===== src/hw/rfc_pkg.sv =====
// Package: register map, field positions and timing constants for the flags and century block
// How it works
// RL1 - Century register holds two BCD digits, each 0 to 9, range 0-99
// RL2 - Alarm flag sets when all unmasked alarm fields match; clears on flags read
// RL3 - Power-fail flag sets below switchover threshold; clears on flags read
// RL4 - Clearing write-freeze copies base time into counters after transfer interval; here baseLoad pulses the cycle after the clearing write
// RL5 - Host waits the transfer interval before starting a nonvolatile save
// RL6 - Each alarm field has a mask bit; one excludes the field from matching
// RL7 - Watchdog flag sets when counter reaches zero; clears on flags read
package rfc_pkg;

  // ----------------------------------------------------------------
  // Register map
  // ----------------------------------------------------------------
  localparam logic [7:0] RFC_FLAGS_IDX   = 8'h00;
  localparam logic [7:0] RFC_CENTURY_IDX = 8'h01;
  localparam logic [7:0] RFC_AMASK_IDX   = 8'h02;
  localparam logic [7:0] RFC_IRQST_IDX   = 8'h03;
  localparam logic [7:0] RFC_IRQEN_IDX   = 8'h04;
  localparam logic [7:0] RFC_XFER_IDX    = 8'h05;
  localparam logic [7:0] RFC_OSCCLR_IDX  = 8'h06;

  // ----------------------------------------------------------------
  // Flags register fields
  // ----------------------------------------------------------------
  localparam int RFC_WDOG_BIT    = 7;
  localparam int RFC_ALARM_BIT   = 6;
  localparam int RFC_PFAIL_BIT   = 5;
  localparam int RFC_OSCFAIL_BIT = 4;
  localparam int RFC_CAL_BIT  = 2;
  localparam int RFC_W_BIT    = 1;
  localparam int RFC_R_BIT    = 0;

  // Interrupt status bits
  localparam int RFC_IRQ_WIDTH = 4;
  localparam int RFC_IRQ_ALARM = 0;
  localparam int RFC_IRQ_PFAIL = 1;
  localparam int RFC_IRQ_WDOG  = 2;
  localparam int RFC_IRQ_XFER  = 3;

  localparam int RFC_NUM_FIELDS = 4;

  localparam logic [3:0] RFC_BCD_MAX  = 4'h9;
  localparam logic [3:0] RFC_BCD_ZERO = 4'h0;
  localparam logic [3:0] RFC_BCD_ONE  = 4'h1;

  // ----------------------------------------------------------------
  // Timing
  // ----------------------------------------------------------------
  localparam int RFC_CLK_MHZ       = 250;
  localparam int RFC_XFER_TIME_NS  = 1000;
  localparam int RFC_XFER_CYCLES   = (RFC_XFER_TIME_NS * RFC_CLK_MHZ + 999) / 1000;
  localparam int RFC_XFER_CNT_W    = 12;

  typedef struct packed {
    logic wdog;
    logic alarm;
    logic pfail;
    logic oscFail;
  } rfc_events_t;

  typedef struct packed {
    logic       cal;
    logic       wFreeze;
    logic       rFreeze;
    logic [7:0] century;
  } rfc_ctrl_t;

endpackage : rfc_pkg


===== src/hw/rfc_alarm_match.sv =====
// Alarm comparison over masked BCD fields
`timescale 1ns/10ps
module rfc_alarm_match (
  input  wire logic [8*rfc_pkg::RFC_NUM_FIELDS-1:0] curTime,
  input  wire logic [8*rfc_pkg::RFC_NUM_FIELDS-1:0] alarmVal,
  input  wire logic [rfc_pkg::RFC_NUM_FIELDS-1:0]   alarmMask,
  output logic                                      match
);
  logic [rfc_pkg::RFC_NUM_FIELDS-1:0] fieldOk;

  genvar g;
  generate
    for (g = 0; g < rfc_pkg::RFC_NUM_FIELDS; g = g + 1) begin : gField
      // A set mask bit drops the field from the comparison
      assign fieldOk[g] = alarmMask[g] | (curTime[8*g +: 8] == alarmVal[8*g +: 8]); // RL6
    end
  endgenerate

  assign match = &fieldOk; // RL2
endmodule : rfc_alarm_match


===== src/hw/rfc_xfer_timer.sv =====
// Base time transfer interval timer
`timescale 1ns/10ps
module rfc_xfer_timer (
  input  wire logic mclk,
  input  wire logic rst,
  input  wire logic start,
  output logic      busy,
  output logic      done
);
  logic [rfc_pkg::RFC_XFER_CNT_W-1:0] cnt_r;
  localparam logic [rfc_pkg::RFC_XFER_CNT_W-1:0] CNT_INIT = rfc_pkg::RFC_XFER_CNT_W'(rfc_pkg::RFC_XFER_CYCLES);
  localparam logic [rfc_pkg::RFC_XFER_CNT_W-1:0] CNT_ONE  = rfc_pkg::RFC_XFER_CNT_W'(1);

  assign busy = (cnt_r != '0);

  always_ff @(posedge mclk) begin
    if (rst) begin
      cnt_r <= '0;
      done  <= 1'b0;
    end else begin
      done <= (cnt_r == CNT_ONE);
      if (start) begin
        cnt_r <= CNT_INIT; // RL4
      end else if (busy) begin
        cnt_r <= cnt_r - CNT_ONE;
      end
    end
  end
endmodule : rfc_xfer_timer


===== src/hw/rfc_flags_century.sv =====
// Flags, century and interrupt logic with an APB slave
//
// The APB register port was decided locally.
`timescale 1ns/10ps
module rfc_flags_century (
  input  wire logic                                 mclk,
  input  wire logic                                 rst,
  input  wire logic                                 psel,
  input  wire logic                                 penable,
  input  wire logic                                 pwrite,
  input  wire logic [7:0]                           paddr,
  input  wire logic [31:0]                          pwdata,
  output logic                                      pready,
  output logic                                      pslverr,
  output logic [31:0]                               prdata,
  input  wire logic                                 supplyLow,
  input  wire logic                                 oscFailIn,
  input  wire logic                                 wdogZero,
  input  wire logic [8*rfc_pkg::RFC_NUM_FIELDS-1:0] curTime,
  input  wire logic [8*rfc_pkg::RFC_NUM_FIELDS-1:0] alarmVal,
  input  wire logic                                 centuryCarry,
  output logic                                      calOutEn,
  output logic                                      readFreeze,
  output logic                                      writeFreeze,
  output logic                                      baseLoad,
  output logic                                      xferBusy,
  output logic                                      irq
);

  // ----------------------------------------------------------------
  // Pin synchronisers
  // ----------------------------------------------------------------
  // Supply and oscillator monitors are asynchronous, so they pass three stages
  logic [2:0] supSync_r;
  logic [2:0] ofSync_r;
  logic       supLevel_r;
  logic       ofLevel_r;
  logic       supPrev_r;
  logic       alarmPrev_r;
  logic       wdogPrev_r;

  always_ff @(posedge mclk) begin
    if (rst) begin
      supSync_r  <= 3'h0;
      ofSync_r   <= 3'h0;
      supLevel_r <= 1'b0;
      ofLevel_r  <= 1'b0;
    end else begin
      supSync_r <= {supSync_r[1:0], supplyLow};
      ofSync_r  <= {ofSync_r[1:0], oscFailIn};
      if (supSync_r[2] == supSync_r[1]) begin
        supLevel_r <= supSync_r[2];
      end
      if (ofSync_r[2] == ofSync_r[1]) begin
        ofLevel_r <= ofSync_r[2];
      end
    end
  end

  // ----------------------------------------------------------------
  // APB decode
  // ----------------------------------------------------------------
  // Single-cycle access phase: pready is always high
  wire       apbAccess = psel & penable;
  wire       apbWrite  = apbAccess & pwrite;
  wire       apbRead   = apbAccess & ~pwrite;
  wire       addrAlign = (paddr[1:0] == 2'h0);
  wire [5:0] regIdx    = paddr[7:2];
  wire       selFlags  = addrAlign & (regIdx == rfc_pkg::RFC_FLAGS_IDX[5:0]);
  wire       selCent   = addrAlign & (regIdx == rfc_pkg::RFC_CENTURY_IDX[5:0]);
  wire       selMask   = addrAlign & (regIdx == rfc_pkg::RFC_AMASK_IDX[5:0]);
  wire       selIrqSt  = addrAlign & (regIdx == rfc_pkg::RFC_IRQST_IDX[5:0]);
  wire       selIrqEn  = addrAlign & (regIdx == rfc_pkg::RFC_IRQEN_IDX[5:0]);
  wire       selXfer   = addrAlign & (regIdx == rfc_pkg::RFC_XFER_IDX[5:0]);
  wire       selOscClr = addrAlign & (regIdx == rfc_pkg::RFC_OSCCLR_IDX[5:0]);
  wire       selAny    = selFlags | selCent | selMask | selIrqSt | selIrqEn | selXfer | selOscClr;

  assign pready  = 1'b1;
  assign pslverr = apbAccess & ~selAny;

  // ----------------------------------------------------------------
  // Flag state
  // ----------------------------------------------------------------
  rfc_pkg::rfc_events_t flags_r;
  rfc_pkg::rfc_ctrl_t   ctrl_r;
  logic [rfc_pkg::RFC_NUM_FIELDS-1:0] alarmMask_r;
  logic [rfc_pkg::RFC_IRQ_WIDTH-1:0]  irqSt_r;
  logic [rfc_pkg::RFC_IRQ_WIDTH-1:0]  irqEn_r;

  wire alarmHit;

  rfc_alarm_match uMatch (
    .curTime   (curTime),
    .alarmVal  (alarmVal),
    .alarmMask (alarmMask_r),
    .match     (alarmHit)
  );

  wire flagsRead  = apbRead & selFlags;
  wire flagsWrite = apbWrite & selFlags;
  wire alarmEvt   = alarmHit & ~alarmPrev_r;            // RL2
  wire supEvt     = supLevel_r & ~supPrev_r;            // RL3
  wire wdogEvt    = wdogZero & ~wdogPrev_r;             // RL7
  wire wFall      = flagsWrite & ctrl_r.wFreeze & ~pwdata[rfc_pkg::RFC_W_BIT]; // RL4
  // Read data was taken at setup; a flag set after that stays for the next read
  wire alarmRdClr = flagsRead & prdata[rfc_pkg::RFC_ALARM_BIT]; // RL2
  wire pfailRdClr = flagsRead & prdata[rfc_pkg::RFC_PFAIL_BIT]; // RL3
  wire wdogRdClr  = flagsRead & prdata[rfc_pkg::RFC_WDOG_BIT];  // RL7

  // ----------------------------------------------------------------
  // Base time transfer
  // ----------------------------------------------------------------
  wire xferDone;

  rfc_xfer_timer uXfer (
    .mclk  (mclk),
    .rst   (rst),
    .start (wFall),
    .busy  (xferBusy),
    .done  (xferDone)
  );

  // ----------------------------------------------------------------
  // Century BCD arithmetic
  // ----------------------------------------------------------------
  wire [3:0] centLo     = ctrl_r.century[3:0];
  wire [3:0] centHi     = ctrl_r.century[7:4];
  wire       loWrap     = (centLo >= rfc_pkg::RFC_BCD_MAX);
  wire       hiWrap     = (centHi >= rfc_pkg::RFC_BCD_MAX);
  wire [3:0] loNxt      = loWrap ? rfc_pkg::RFC_BCD_ZERO : centLo + rfc_pkg::RFC_BCD_ONE;           // RL1
  wire [3:0] hiNxt      = loWrap ? (hiWrap ? rfc_pkg::RFC_BCD_ZERO : centHi + rfc_pkg::RFC_BCD_ONE)
                                 : centHi;                                                          // RL1
  wire [3:0] wrLo       = (pwdata[3:0] > rfc_pkg::RFC_BCD_MAX) ? rfc_pkg::RFC_BCD_MAX : pwdata[3:0]; // RL1
  wire [3:0] wrHi       = (pwdata[7:4] > rfc_pkg::RFC_BCD_MAX) ? rfc_pkg::RFC_BCD_MAX : pwdata[7:4]; // RL1
  // Writes land while frozen; the counter only steps when not frozen
  wire       centWrite  = apbWrite & selCent;
  wire       centStep   = centuryCarry & ~ctrl_r.wFreeze;

  // ----------------------------------------------------------------
  // Flags and control registers
  // ----------------------------------------------------------------
  // Set wins over a read-clear in the same cycle so no event is lost
  always_ff @(posedge mclk) begin
    if (rst) begin
      flags_r     <= '0;
      ctrl_r      <= '0;
      alarmMask_r <= '0;
      supPrev_r   <= 1'b0;
      alarmPrev_r <= 1'b0;
      wdogPrev_r  <= 1'b0;
    end else begin
      supPrev_r   <= supLevel_r;
      alarmPrev_r <= alarmHit;
      wdogPrev_r  <= wdogZero;
      flags_r.alarm   <= alarmEvt | (flags_r.alarm & ~alarmRdClr); // RL2
      flags_r.pfail   <= supEvt | (flags_r.pfail & ~pfailRdClr);   // RL3
      flags_r.wdog    <= wdogEvt | (flags_r.wdog & ~wdogRdClr);    // RL7
      // Oscillator flag survives reads; software clears it explicitly
      flags_r.oscFail <= ofLevel_r | (flags_r.oscFail & ~(apbWrite & selOscClr));
      if (flagsWrite) begin
        ctrl_r.cal     <= pwdata[rfc_pkg::RFC_CAL_BIT];
        ctrl_r.wFreeze <= pwdata[rfc_pkg::RFC_W_BIT];
        ctrl_r.rFreeze <= pwdata[rfc_pkg::RFC_R_BIT];
      end
      if (centWrite) begin
        ctrl_r.century <= {wrHi, wrLo}; // RL1
      end else if (centStep) begin
        ctrl_r.century <= {hiNxt, loNxt}; // RL1
      end
      if (apbWrite & selMask) begin
        alarmMask_r <= pwdata[rfc_pkg::RFC_NUM_FIELDS-1:0]; // RL6
      end
    end
  end

  // ----------------------------------------------------------------
  // Interrupt status and mask
  // ----------------------------------------------------------------
  wire [rfc_pkg::RFC_IRQ_WIDTH-1:0] irqSet    = {xferDone, wdogEvt, supEvt, alarmEvt};
  wire [rfc_pkg::RFC_IRQ_WIDTH-1:0] irqClr    = (apbWrite & selIrqSt) ? pwdata[rfc_pkg::RFC_IRQ_WIDTH-1:0] : '0;
  wire [rfc_pkg::RFC_IRQ_WIDTH-1:0] irqSt_nxt = irqSet | (irqSt_r & ~irqClr);
  wire [rfc_pkg::RFC_IRQ_WIDTH-1:0] irqEn_nxt = (apbWrite & selIrqEn) ? pwdata[rfc_pkg::RFC_IRQ_WIDTH-1:0] : irqEn_r;

  always_ff @(posedge mclk) begin
    if (rst) begin
      irqSt_r <= '0;
      irqEn_r <= '0;
      irq     <= 1'b0;
    end else begin
      irqSt_r <= irqSt_nxt;
      irqEn_r <= irqEn_nxt;
      // Both next values feed the pin, so a mask write acts together with the status
      irq     <= |(irqSt_nxt & irqEn_nxt);
    end
  end

  // ----------------------------------------------------------------
  // Read data and outputs
  // ----------------------------------------------------------------
  wire [7:0] flagsView = {flags_r.wdog, flags_r.alarm, flags_r.pfail, flags_r.oscFail, 1'b0,
                          ctrl_r.cal, ctrl_r.wFreeze, ctrl_r.rFreeze};
  wire [31:0] rdMux = selFlags  ? {24'h000000, flagsView} :
                      selCent   ? {24'h000000, ctrl_r.century} :
                      selMask   ? {28'h0000000, alarmMask_r} :
                      selIrqSt  ? {28'h0000000, irqSt_r} :
                      selIrqEn  ? {28'h0000000, irqEn_r} :
                      selXfer   ? {31'h00000000, xferBusy} : 32'h00000000;

  // Read data is registered during setup so it is valid in the access phase
  always_ff @(posedge mclk) begin
    if (rst) begin
      prdata     <= 32'h00000000;
      baseLoad   <= 1'b0;
    end else begin
      if (psel & ~penable & ~pwrite) begin
        prdata <= rdMux;
      end
      baseLoad <= wFall; // RL4
    end
  end

  assign calOutEn    = ctrl_r.cal;
  assign readFreeze  = ctrl_r.rFreeze;
  assign writeFreeze = ctrl_r.wFreeze;

endmodule : rfc_flags_century


===== config.mk =====
export PLATFORM = sky130hd
export DESIGN_NAME = rfc_flags_century
export DESIGN_NICKNAME = d
export VERILOG_FILES = /design/src/hw/rfc_pkg.sv /design/src/hw/rfc_alarm_match.sv /design/src/hw/rfc_xfer_timer.sv /design/src/hw/rfc_flags_century.sv
export SDC_FILE = /design/constraint.sdc
export NUM_CORES = 1
export LEC_CHECK = 0
export BUFFER_PORTS_ARGS = -buffer_cell sky130_fd_sc_hd__buf_4
export CAP_MARGIN = 20
export CORE_MARGIN = 8
export CORE_UTILIZATION = 45
export DETAILED_ROUTE_END_ITERATION = 16
export GPL_TIMING_DRIVEN = 0
export PLACE_DENSITY = 0.76
export SETUP_SLACK_MARGIN = 0.5
export SYNTH_ARGS = -nofsm -noshare
export SYNTH_HDL_FRONTEND = slang
export SYNTH_HIERARCHICAL = 1
export SYNTH_SLANG_ARGS = --single-unit

===== constraint.sdc =====
create_clock -name mclk -period 3.2 [get_ports mclk]
set_input_delay 0.16 -clock mclk [delete_from_list [all_inputs] [get_ports mclk]]
set_output_delay 0.16 -clock mclk [all_outputs]
set_load 0.01 [all_outputs]

# [Yosys cells after proc, flatten, opt, wreduce, memory -nomap -nowiden]
# Cells that the tools add are included.
[word_totals] register_bits=85 out_inout_bits=40 word_cells=135
[classes] addsub=3 magnitude_cmp=4 eq_ne=13 mux=17 bitwise=63 n_reduce_logical=10
[op_table] operator="2-to-1 mux 8 bit" n=6
[op_table] operator="2-to-1 mux 4 bit" n=10
[op_table] operator="bitwise AND 1 bit" n=33
[op_table] operator="equality test 8 bit" n=4
[op_table] operator="equality test 6 x 3 -> 1 bit, second input constant" n=3
[op_table] operator="OR 1 bit" n=14
[op_table] operator="equality test 12 x 1 -> 1 bit, second input constant" n=1
[op_table] operator="equality test 6 x 2 -> 1 bit, second input constant" n=2
[op_table] operator="NOT 1 bit" n=12
[op_table] operator="nonzero test 12 bit" n=1
[op_table] operator="subtractor 12 x 1 -> 12 bit, second input constant" n=1
[op_table] operator="adder 4 x 1 -> 4 bit, second input constant" n=2
[op_table] operator="bitwise AND 4 bit" n=2
[op_table] operator=">= comparator 4 bit, second input constant" n=2
[op_table] operator="> comparator 4 bit, second input constant" n=2
[op_table] operator="equality test 6 x 1 -> 1 bit, second input constant" n=1
[op_table] operator="zero test 6 bit" n=1
[op_table] operator="nonzero test 2 bit" n=3
[op_table] operator="NOT 4 bit" n=1
[op_table] operator="OR 4 bit" n=1
[op_table] operator="AND reduction 4 bit" n=1
[op_table] operator="OR reduction 4 bit" n=1
[op_table] operator="equality test 1 bit" n=2
[op_table] operator="zero test 2 bit" n=1
[op_table] operator="3 further kinds" n=3

# [Longest topological paths before layout]
# Gate-level depths: netlist of run 1.
[logic_depth] depth_word=10 depth_mapped=9 ltp_nobuf=9

# [Hierarchy]
# The synthesis of run 1 kept the hierarchy.
[modules_own_cells] mod="rfc_flags_century" n_inst=1 cells_each=300 area_per_inst_um2=2544.9
[modules_own_cells] mod="rfc_xfer_timer" n_inst=1 cells_each=75 area_per_inst_um2=693.2
[modules_own_cells] mod="rfc_alarm_match" n_inst=1 cells_each=45 area_per_inst_um2=356.6

# [Worst setup path after synthesis of run 1]
# OpenSTA, ideal clock, no wires.
[synth_path] kind="input to register" start="input port paddr[3]" end="register uXfer/cnt_r[10] (netlist bit)" t_arrival_ns=1.537 required_ns=3.082 slack_ns=1.544 cell_stages=9 cell_sequence="buf_4 > nor2_1 > nand4_1 > nor3b_2 > clkbuf_2 > inv_1 > nand2_1 > a41o_1 > nor2_1"
[synth_via] elab_chain_cells=6
[synth_lines] element="start, declared" line_no="rfc_flags_century.sv:11" rtl="input wire logic [7:0] paddr,"
[synth_lines] element="zero test 6 bit" line_no="rfc_flags_century.sv:69" rtl="wire selFlags = addrAlign & (regIdx == rfc_pkg::RFC_FLAGS_IDX[5:0]);"
[synth_lines] element="bitwise AND 1 bit" line_no="rfc_flags_century.sv:69"
[synth_lines] element="bitwise AND 1 bit" line_no="rfc_flags_century.sv:100" rtl="wire flagsWrite = apbWrite & selFlags;"
[synth_lines] element="bitwise AND 1 bit (2 in series)" line_no="rfc_flags_century.sv:104" rtl="wire wFall = flagsWrite & ctrl_r.wFreeze & ~pwdata[rfc_pkg::RFC_W_BIT];"
[synth_lines] element="named net wFall" line_no="rfc_flags_century.sv:104"
[synth_lines] element="OR reduction 2 bit (no line)"
[synth_lines] element="end signal, assigned" line_no="rfc_xfer_timer.sv:25" rtl="cnt_r <= cnt_r - CNT_ONE;"
[synth_lines] element="end, declared" line_no="rfc_xfer_timer.sv:10" rtl="logic [rfc_pkg::RFC_XFER_CNT_W-1:0] cnt_r;"
# The timed path passes the listed nets, and every way through them passes these cells.
# A chain may end at the register's enable or synchronous reset.

# [Final worst setup path of run 1]
# Same ends and word-level chain as after synthesis.

==> results of run 1 <==
[power by group]
group          internal [mW]  switching, mW  leakage, nW
registers              0.846         0.0964        0.496
logic                  0.387          0.433         1.57
clock network          0.426          0.310        0.109
total                   1.66          0.839         2.18
[worst register-to-register path: stages, from the launching register on]
cell	delay, ps
dfxtp_1	360
inv_1	110
ha_1	160
nor2b_1	330
nand4_4	240
nand3_1	160
o21a_1	130
o22ai_1	80
nand3_1	100
a21oi_1	60
[cell usage after synthesis, types with 7 or more instances]
cell,n
o22ai_1,7
nor2_1,52
a311oi_1,7
a211oi_1,7
mux2i_1,15
nor3_1,10
dfxtp_1,61
nand2_1,20
inv_1,15
nor2b_1,12
ha_1,9
buf_4,26
o21ai_0,12
nor4_1,10
xor2_1,32
a21oi_1,32
[through the flow]
stage	instances	utilization, %	instance area (um^2)	total power, mW
2_1_floorplan	443	-	3680	1.53
3_3_place_gp	647	59.2	4570	1.74
3_5_place_dp	647	59.2	4570	1.78
4_1_cts	663	62.0	4790	2.51
5_1_grt	663	62.0	4790	2.65
6_report	663	62.0	4790	2.50
[area by class of cell]
class	count	area, um^2
Fill cell	661	2930
Timing Repair Buffer	102	766
Tap cell	102	128
Clock inverter	4	55.1
Buffer	41	268
Sequential cell	61	1220
Multi-Input combinational cell	326	2140
Inverter	15	56.3
Clock buffer	12	165
[sequential cells by signal (all words and copies together), names as in the netlist, 3 cells and up]
name and cells:
ofSync_r 3, irqEn_r 4, centHi 4, supSync_r 3, alarmMask_r 4, uXfer/cnt_r 12, prdata 8, irqSt_r 4
flagsView 4, centLo 4
[layer usage]
metal	global-route usage, %	up-vias	share of wire [%]
met3	6.15	11	8.6
li1	-	1719	-
met2	31.4	126	50
met4	4.38	0	1.1
met1	21.0	1575	40
met5	0	-	0
[placed cells by master, fill, tap and decap left out, types with 10 or more instances in the layout]
master    count
nor2b_1      12
clkbuf_8     12
a21oi_1      32
dfxtp_1      61
nand2_1      20
conb_1       25
nor3_1       10
mux2i_1      15
xor2_1       32
nor2_1       52
nor4_1       10
buf_4       128
o21ai_0      12
inv_1        15
[kinds of logic (layout without fill, tap and decap cells)]
| family | after synthesis | in the layout | synth area share (%) |
|---|---|---|---|
| compound gates | 93 | 93 | 17.0 |
| mux | 21 | 21 | 6.06 |
| fa+ha+maj | 9 | 9 | 3.13 |
| simple gates | 145 | 145 | 22.6 |
| xor+xnor | 33 | 33 | 8.04 |
| flops | 61 | 61 | 34.0 |
| buf+inv | 56 | 174 | 9.01 |
| other cells | 2 | 25 | 0.209 |
[worst paths after layout]
path                       start         endpoint  slack, ps  depth (start not counted)
hold reg to reg      ofSync_r[0]      ofSync_r[1]        450                          1
setup / recovery        paddr[3]  uXfer/cnt_r[10]       1250                         10
setup reg to reg  uXfer/cnt_r[0]        prdata[0]       1340                          9
hold / removal         oscFailIn      ofSync_r[0]         30                          2
==> key figures, run 1 <==
Cells and area
  • Area delta synth->final: 33.4%
  • Layout cells sized above 1: 30.7%
  • Diode count: 0
  • Nets: about 680

Timing
  • Fin crit share: roughly three fifths
  • Hold Vio Cnt, Final: 0
  • Hold WS: roughly 31 ps
  • Unrepaired setup endpoints after global routing: no
  • Crit path time final: 1950 ps
  • # setup viols final: 0
  • Relative slew slack: 58.6%
  • Fin worst setup slack: around 1200 ps
  • Setup TNS: 0 ps
  • Worst clock skew: about 9.0 ps
  • Max Fclk: about 500 MHz
  • Worst-Margin Slew: 621 ps
  • Slew Viols, Final: 0

Placed design
  • Detailed placement HPWL: roughly 8 mm
  • Setup WS pre-CTS: around 880 ps
  • GP Congestion: 0.922
  • I/O Buffers: roughly 100

Critical path
  • CP cell instances: buf_4, buf_4, nor2_1, nand4_1, nor3b_2, clkbuf_2, inv_1, nand2_1, a41o_1, nor2_1
  • Critical Path Start Type: input pin
  • CP Data Arrival Time: 2180 ps
  • Worst path top cell family by delay: simple AND/OR/NAND/NOR gates
  • CP peak stage delay: roughly 360 ps
  • Crit. End Element: register
  • Critical-path top delay cell: nand4_1
  • Critical path peak fanout: 10
  • Type of the worst setup path: input pin to register
  • Crit path buf inv count: 4
  • Worst path required time: ~3400 ps

Job
  • Max cap viols: 0

Logic synthesis
  • Post-synth EDFFs: 0
  • Flops & latches, synth: 61
  • Asr flop ratio synth: 0%
  • Post-synth top area share: roughly a third
  • Cells after Synth: 420
  • Ranking of synthesized cells by area: dfxtp_1, xor2_1, buf_4
  • Predominant post-synthesis flop cell: dfxtp_1
  • Yosys warnings: 6
  • Mean Syn Cell Area: approximately 8.6 um^2
  • Synth unique cells: a little over 60
  • Seq/Total Area, Yosys: 34.0%
  • Area leader, netlist: dfxtp_1
  • Mapped Area: ~0.0036 mm^2

Clock tree
  • Clk_lat worst skew: 340 ps
  • CTS clk-pin slew, worst paths: ~70 ps
  • CTS tree: built
  • CTS Sinks: 61
  • Max Buffers Root-to-Sink: 2
  • Post-CTS setup repair buffer count: 0
  • Hold_buf cts: 0
  • Clock root buffer: clkbuf_8
  • CTS resizes: 0
  • H-tree depth: 3
  • CTS Buf Count: 9

Floorplan
  • Io pins: 153
  • Die extent in y: around 110 um
  • Die area: 0.0111 mm^2
  • Die width: 105 um
  • Starting Density: between 40 and 50%
  • Row count: 32
  • Core Footprint: 0.00773 mm^2

GRT
  • GRT Overall Usage: a little under a fifth
  • Gr ovfl total: 0
  • Initial antenna violation count: 0
  • First-pass GRT wire length: around 17 mm
  • Largest net degree at the start of global routing: 12
  • Vias in the first global route: 3,338

Pwr
  • VDD IR max: between 500 and 600 uV
  • Leak pwr: 2.18 nW
  • Power Density: around 520 mW/mm^2

Status
  • Run status: complete, no violations

Routing
  • Detailed Route WL: 10.4 mm
  • Via count: roughly 3,400
  • TritonRoute pass-1 iters: 4
  • Initial DRC count: 195
  • Post-route ant nets: 0
  • Routed WL per cell: 15.6 um
  • Vias per inst: 5.17
  • DRC: 0

Min path
  • Worst min path class: input pin to register
(Power assumes the default switching activity.)
==> run 2, diff against run 1 <==
Settings changed: ABC_AREA set to 1, PLACE_DENSITY 0.76 to 0.75.
Clock period 3.2 ns to 1.88 ns, I/O delays scaled along.
==> key figures, run 2 <==
Logic synthesis
  • Yosys warnings: 6
  • Mapped Area: between 0.003 and 0.004 mm^2
  • Top-count cell post-synth: nand2_1
  • Post-synth top area share: slightly above 30%
  • Mean Syn Cell Area: approximately 7 um^2
  • Area leader, netlist: dfxtp_1
  • Synth unique cells: 38
  • Ranking of synthesized cells by area: dfxtp_1, nand2_1, inv_1
  • Predominant post-synthesis flop cell: dfxtp_1
  • Top post-synthesis cells by count: nand2_1, inv_1, nor2_1
  • Cells after Synth: ~580
  • Flops & latches, synth: 61
  • Asr flop ratio synth: 0%
  • Seq/Total Area, Yosys: around 31%
  • Post-synth EDFFs: 0

Placed design
  • # placed instances: about 810
  • Setup WS pre-CTS: 30.0 ps
  • I/O Buffers: just over 100
  • Detailed placement HPWL: 8.38 mm
  • GP Congestion: about 0.95
  • Placed instance area: between 0.004 and 0.005 mm^2

Cells and area
  • Area delta synth->final: 41.5%
  • Nets: about 860
  • Commonest non-fill, non-tap cell in the layout: buf_4
  • Final Non-Filler Cells: ~850
  • Most frequent cells in the layout: buf_4, nand2_1, inv_1
  • Fill cells: 763
  • Largest registers: uXfer/cnt_r (12), prdata (8)
  • Design Area, Final: 0.00557 mm^2
  • Top reg by flops: uXfer/cnt_r
  • Diode count: 0
  • Layout cells sized above 1: between 30% and 40%
  • Max reg flops: 12

Pwr
  • Switching share of power: between 30% and 40%
  • VDD IR max: 1020 uV
  • NetSw: about 1.9 mW
  • Internal power: roughly 3.4 mW
  • Sequential Power Share: approximately 31%
  • Power Density: between 900 and 1000 mW/mm^2
  • Leak pwr: approximately 2.7 nW
  • Clock group share of total power: 27.2%
  • Gate power share: a little over two fifths

Timing
  • Crit path time final: about 1400 ps
  • Max Fclk: between 700 and 800 MHz
  • Unrepaired setup endpoints after global routing: yes
  • Hold Vio Cnt, Final: 0
  • Worst clock skew: between 10 and 15 ps
  • Fin worst setup slack: 452 ps
  • Fin crit share: between 70% and 80%
  • # setup viols final: 0
  • Slew Viols, Final: 0
  • Setup TNS: 0 ps
  • Relative slew slack: 65.0%
  • Worst-Margin Slew: between 500 and 600 ps

Min path
  • Worst min path class: input pin to register

Critical path
  • Worst path required time: approximately 2100 ps
  • CP cell instances: nor2_4, nand2_2, nor2_4, nand2_2, nand3_2, nand2_2, nor2_2, nand4_1, nand2_1, a21oi_1
  • Crit. End Element: register
  • Critical path peak fanout: 3
  • CP Data Arrival Time: 1650 ps
  • Critical-path top delay cell: dfxtp_2
  • Critical Path Most Common Cell: nand2_2
  • Type of the worst setup path: register to register
  • CP peak stage delay: 340 ps
  • Critical Path Start Type: register

Routing
  • Routed WL per cell: approximately 13 um
  • Vias per inst: between 4 and 5
  • Initial DRC count: about 230
  • Via count: ~4,100
  • DRC: 0
  • TritonRoute pass-1 iters: 5
  • Detailed Route WL: between 10 and 15 mm
  • Post-route ant nets: 0

GRT
  • Vias in the first global route: between 3,000 and 4,000
  • Largest net degree at the start of global routing: 13
  • GRT Overall Usage: 17.5%
  • Initial antenna violation count: 0
  • Gr ovfl total: 0
  • First-pass GRT wire length: ~17 mm

Floorplan
  • Row count: 34
  • Die area: between 0.01 and 0.015 mm^2
  • Die extent in y: around 110 um
  • Starting Density: 45.8%
  • Io pins: 153
  • Die width: 110 um
  • Core Footprint: around 0.0086 mm^2

Clock tree
  • H-tree depth: 3
  • CTS tree: built
  • Max Buffers Root-to-Sink: 2
  • CTS Sinks: 61
  • Clk_lat worst skew: 350 ps
  • Clock root buffer: clkbuf_8
  • CTS Buf Count: 9
  • CTS clk-pin slew, worst paths: roughly 80 ps

Status
  • Run status: complete, no violations

Job
  • Max cap viols: 0
==> run 2: cell count changes after synthesis, moves of 9 or more <==
cell,previous run,this run
nand2_2,0,13
nand2_1,20,133
o21ai_1,0,10
xor2_1,32,2
o21ai_0,12,21
nor2_1,52,63
inv_1,15,81
nor2b_1,12,0
nand3_1,5,23
nor4_1,10,1
xnor2_1,1,29
nor2_4,0,12
mux2i_1,15,0
==> run 2: power by group through the flow <==
stage                     registers (mW)  logic [mW]  clock network [mW]
final                               1.62        2.19                1.43
after global routing                1.64        2.42                1.51
after CTS                           1.58        1.78                1.45
after detailed placement            1.60        1.62                   0
after global placement              1.59        1.56                   0
after floorplan                     1.57        1.20                   0
==> run 2: kinds of logic after synthesis <==
| logic type | count (synthesis) | synth area share [%] |
|---|---|---|
| adder cells (fa/ha/maj) | 9 | 2.86 |
| AND/OR/NAND/NOR | 279 | 34.4 |
| flip-flops | 61 | 31.0 |
| buffers and inverters | 119 | 13.9 |
| AO/OA/AOI/OAI | 78 | 10.7 |
| other | 2 | 0.191 |
| XOR/XNOR | 31 | 6.90 |
==> run 2: repair_timing <==
item                                    4_1_cts  5_1_grt
setup buffers                                 5       15
endpoints found under the setup margin       22       23
hold endpoints to repair                      9        5
gates cloned                                  0        0
pin swaps                                     4       22
hold buffers                                  4        1
gates resized for setup                      16       54
==> run 2: area by class of cell <==
class	count	area (um^2)	area share (%)
tap	108	135	2.43
sequential	61	1250	22.4
inverter	89	344	6.18
buffer	30	209	3.75
clock buffer	9	124	2.22
clock inverter	7	121	2.18
multi-input combinational	422	2400	43.1
timing repair buffer	128	985	17.7
==> run 2: through the flow <==
step	hold WS (ps)	util (%)	total power, mW
6_report	48.2	64.8	5.24
5_1_grt	71.3	64.8	5.56
4_1_cts	-39.2	61.4	4.81
3_5_place_dp	301	57.4	3.22
3_3_place_gp	293	57.4	3.15
2_1_floorplan	163	-	2.77
==> run 2: final timing paths <==
kind | startpoint | end | slack, ps | cells after the start
worst min register to register | ofSync_r[0] | ofSync_r[1] | 410 | 2
worst max register to register | uXfer/cnt_r[10] | prdata[0] | 450 | 10
worst min-delay path | pwdata[7] | centHi[1] | 50 | 4
worst max-delay path | uXfer/cnt_r[10] | prdata[0] | 450 | 10
==> run 2: routing by layer <==
layer	vias to the layer above	GRT usage, %	share of wire, %
met2	156	34.1	53
met5	-	0	0
met3	21	4.69	8.0
met1	1821	17.6	37
met4	0	5.50	2.0
li1	2079	-	-
==> run 2: critical path, delay by kind of cell (launching register included) <==
kind / cells / cell delay (ps)
AND/OR/NAND/NOR: 9 / 900
AO/OA/AOI/OAI: 1 / 60
flip-flops: 1 / 340
==> run 3, diff against run 2 <==
Settings changed: ABC_AREA 1 to 0, PLACE_DENSITY 0.75 to 0.76.
Clock period 1.88 ns to 1.45 ns, I/O delays scaled along.
==> key figures, run 3 (synthesis results as in run 1) <==
Clock tree
  • Clk_lat worst skew: between 300 and 400 ps
  • Clock root buffer: clkbuf_8
  • Max Buffers Root-to-Sink: 2
  • CTS Sinks: between 60 and 70
  • CTS clk-pin slew, worst paths: ~70 ps
  • H-tree depth: 3
  • CTS Buf Count: 9
  • CTS tree: built

GRT
  • Initial antenna violation count: 0
  • Vias in the first global route: approximately 3,800
  • Gr ovfl total: 0
  • First-pass GRT wire length: between 15 and 20 mm
  • Largest net degree at the start of global routing: 12
  • GRT Overall Usage: 20.9%

Critical path
  • Worst path top cell family by delay: simple AND/OR/NAND/NOR gates
  • CP Data Arrival Time: between 1500 and 2000 ps
  • CP cell instances: nor4_4, buf_4, nand4_4, nand3_2, o21a_1, o22ai_2, nand3_1, a21oi_1
  • CP peak stage delay: 360 ps
  • Critical path peak fanout: 3
  • Type of the worst setup path: register to register
  • Critical Path Start Type: register
  • Worst path required time: 1660 ps
  • R2r startpoint: uXfer/cnt_r[5]
  • Critical-path top delay cell: dfxtp_4
  • Worst setup startpoint: uXfer/cnt_r[5]
  • Crit path buf inv count: 1
  • Crit. End Element: register

Routing
  • DRC: 0
  • Routed WL per cell: ~18 um
  • Max layer used: met4
  • Detailed Route WL: 12.6 mm
  • Met2 wire length: approximately 6.3 mm
  • Vias per inst: between 5 and 6
  • Post-route ant nets: 0
  • Wire length on met3: approximately 940 um
  • TritonRoute pass-1 iters: 4
  • WL met1: approximately 5.0 mm
  • Initial DRC count: 245
  • Via count: roughly 3,800

Cells and area
  • Area delta synth->final: 59.3%
  • Fill cells: 512
  • Max reg flops: 12
  • Design Area, Final: 0.00573 mm^2
  • Diode count: 0
  • Top reg by flops: uXfer/cnt_r
  • Layout cells sized above 1: about half
  • Most frequent cells in the layout: buf_4, nor2_1, dfxtp_1
  • Nets: between 700 and 800
  • Util after Layout: 74.1%
  • Multi-input gate area: 0.00260 mm^2
  • Commonest non-fill, non-tap cell in the layout: buf_4
  • Largest registers: uXfer/cnt_r (12), prdata (8)
  • Final Non-Filler Cells: roughly 700
  • Register area: between 0.001 and 0.0015 mm^2

Floorplan
  • Row count: 32
  • Die width: 105 um
  • Die extent in y: approximately 110 um
  • Core Footprint: between 0.007 and 0.008 mm^2
  • Die area: around 0.011 mm^2
  • Starting Density: a little under half
  • Io pins: about 150

Timing
  • Worst clock skew: a little over 5 ps
  • Fin crit share: 106%
  • Fin worst setup slack: -90.6 ps
  • Hold Vio Cnt, Final: 0
  • Relative slew slack: between 50% and 60%
  • # setup viols final: 12
  • Slew Viols, Final: 0
  • Worst-Margin Slew: between 600 and 700 ps
  • Crit path time final: about 1500 ps
  • Setup TNS: -490 ps
  • Unrepaired setup endpoints after global routing: yes
  • Max Fclk: around 650 MHz

Pwr
  • VDD IR max: approximately 1300 uV
  • Leak pwr: around 2.5 nW
  • Power Density: 1130 mW/mm^2

Placed design
  • Placed instance area: roughly 0.0048 mm^2
  • I/O Buffers: between 100 and 150
  • GP Congestion: approximately 0.92
  • Detailed placement HPWL: about 8.5 mm
  • # placed instances: 647

Status
  • Run status: finished, violations left
  • Failing checks: negative setup slack

Job
  • Max cap viols: 0

Min path
  • Worst min path class: input pin to register
  • Hold_sp: pwdata[0]
run 3: report_power, final:
| group | internal (mW) | switching (mW) |
|---|---|---|
| clock | 0.607 | 0.724 |
| sequential | 1.89 | 0.251 |
| combinational | 1.55 | 1.48 |
| total | 4.05 | 2.45 |
run 3: metrics by stage:
stage	total power [mW]	worst slack, ps	hold slack, ps
2_1_floorplan	3.49	-28.8	142
4_1_cts	6.04	-48.6	17.7
5_1_grt	6.82	-187	46.9
3_5_place_dp	4.06	-533	288
6_report	6.50	-90.6	36.5
3_3_place_gp	3.99	-557	284
run 3: area by class of cell:
class                      instances  area share [%]
clock inverter                     7           0.721
inverter                          15            1.29
tap                              102            2.23
buffer                            41            5.70
multi-input combinational        326            45.4
sequential                        61            22.2
clock buffer                       9            2.16
timing repair buffer             140            20.3
run 3: timing repair:
action / in CTS / in global routing
setup endpoints to repair: 53 / 51
pin swaps: 44 / 43
gates resized for setup: 70 / 61
hold endpoints to repair: 8 / 0
setup buffers: 27 / 7
hold buffers: 4 / 0
run 3: final timing paths:
path	end	slack, ps	depth (start not counted)
worst max register to register	prdata[0]	-90	8
worst max-delay path	prdata[0]	-90	8
worst min register to register	ofSync_r[1]	450	1
worst min-delay path	readFreeze	40	3
run 3: per-layer routing:
metal	GRT usage [%]	vias to the layer above
met5	0	-
met4	7.54	0
met3	6.39	30
met2	37.5	186
met1	22.6	1772
li1	-	1802
run 3: worst reg2reg max path: cells and delay by family, from the launching register on:
family,cells,cell delay (ps)
flops,1,360
compound gates,3,290
simple gates,4,580
buf+inv,1,170
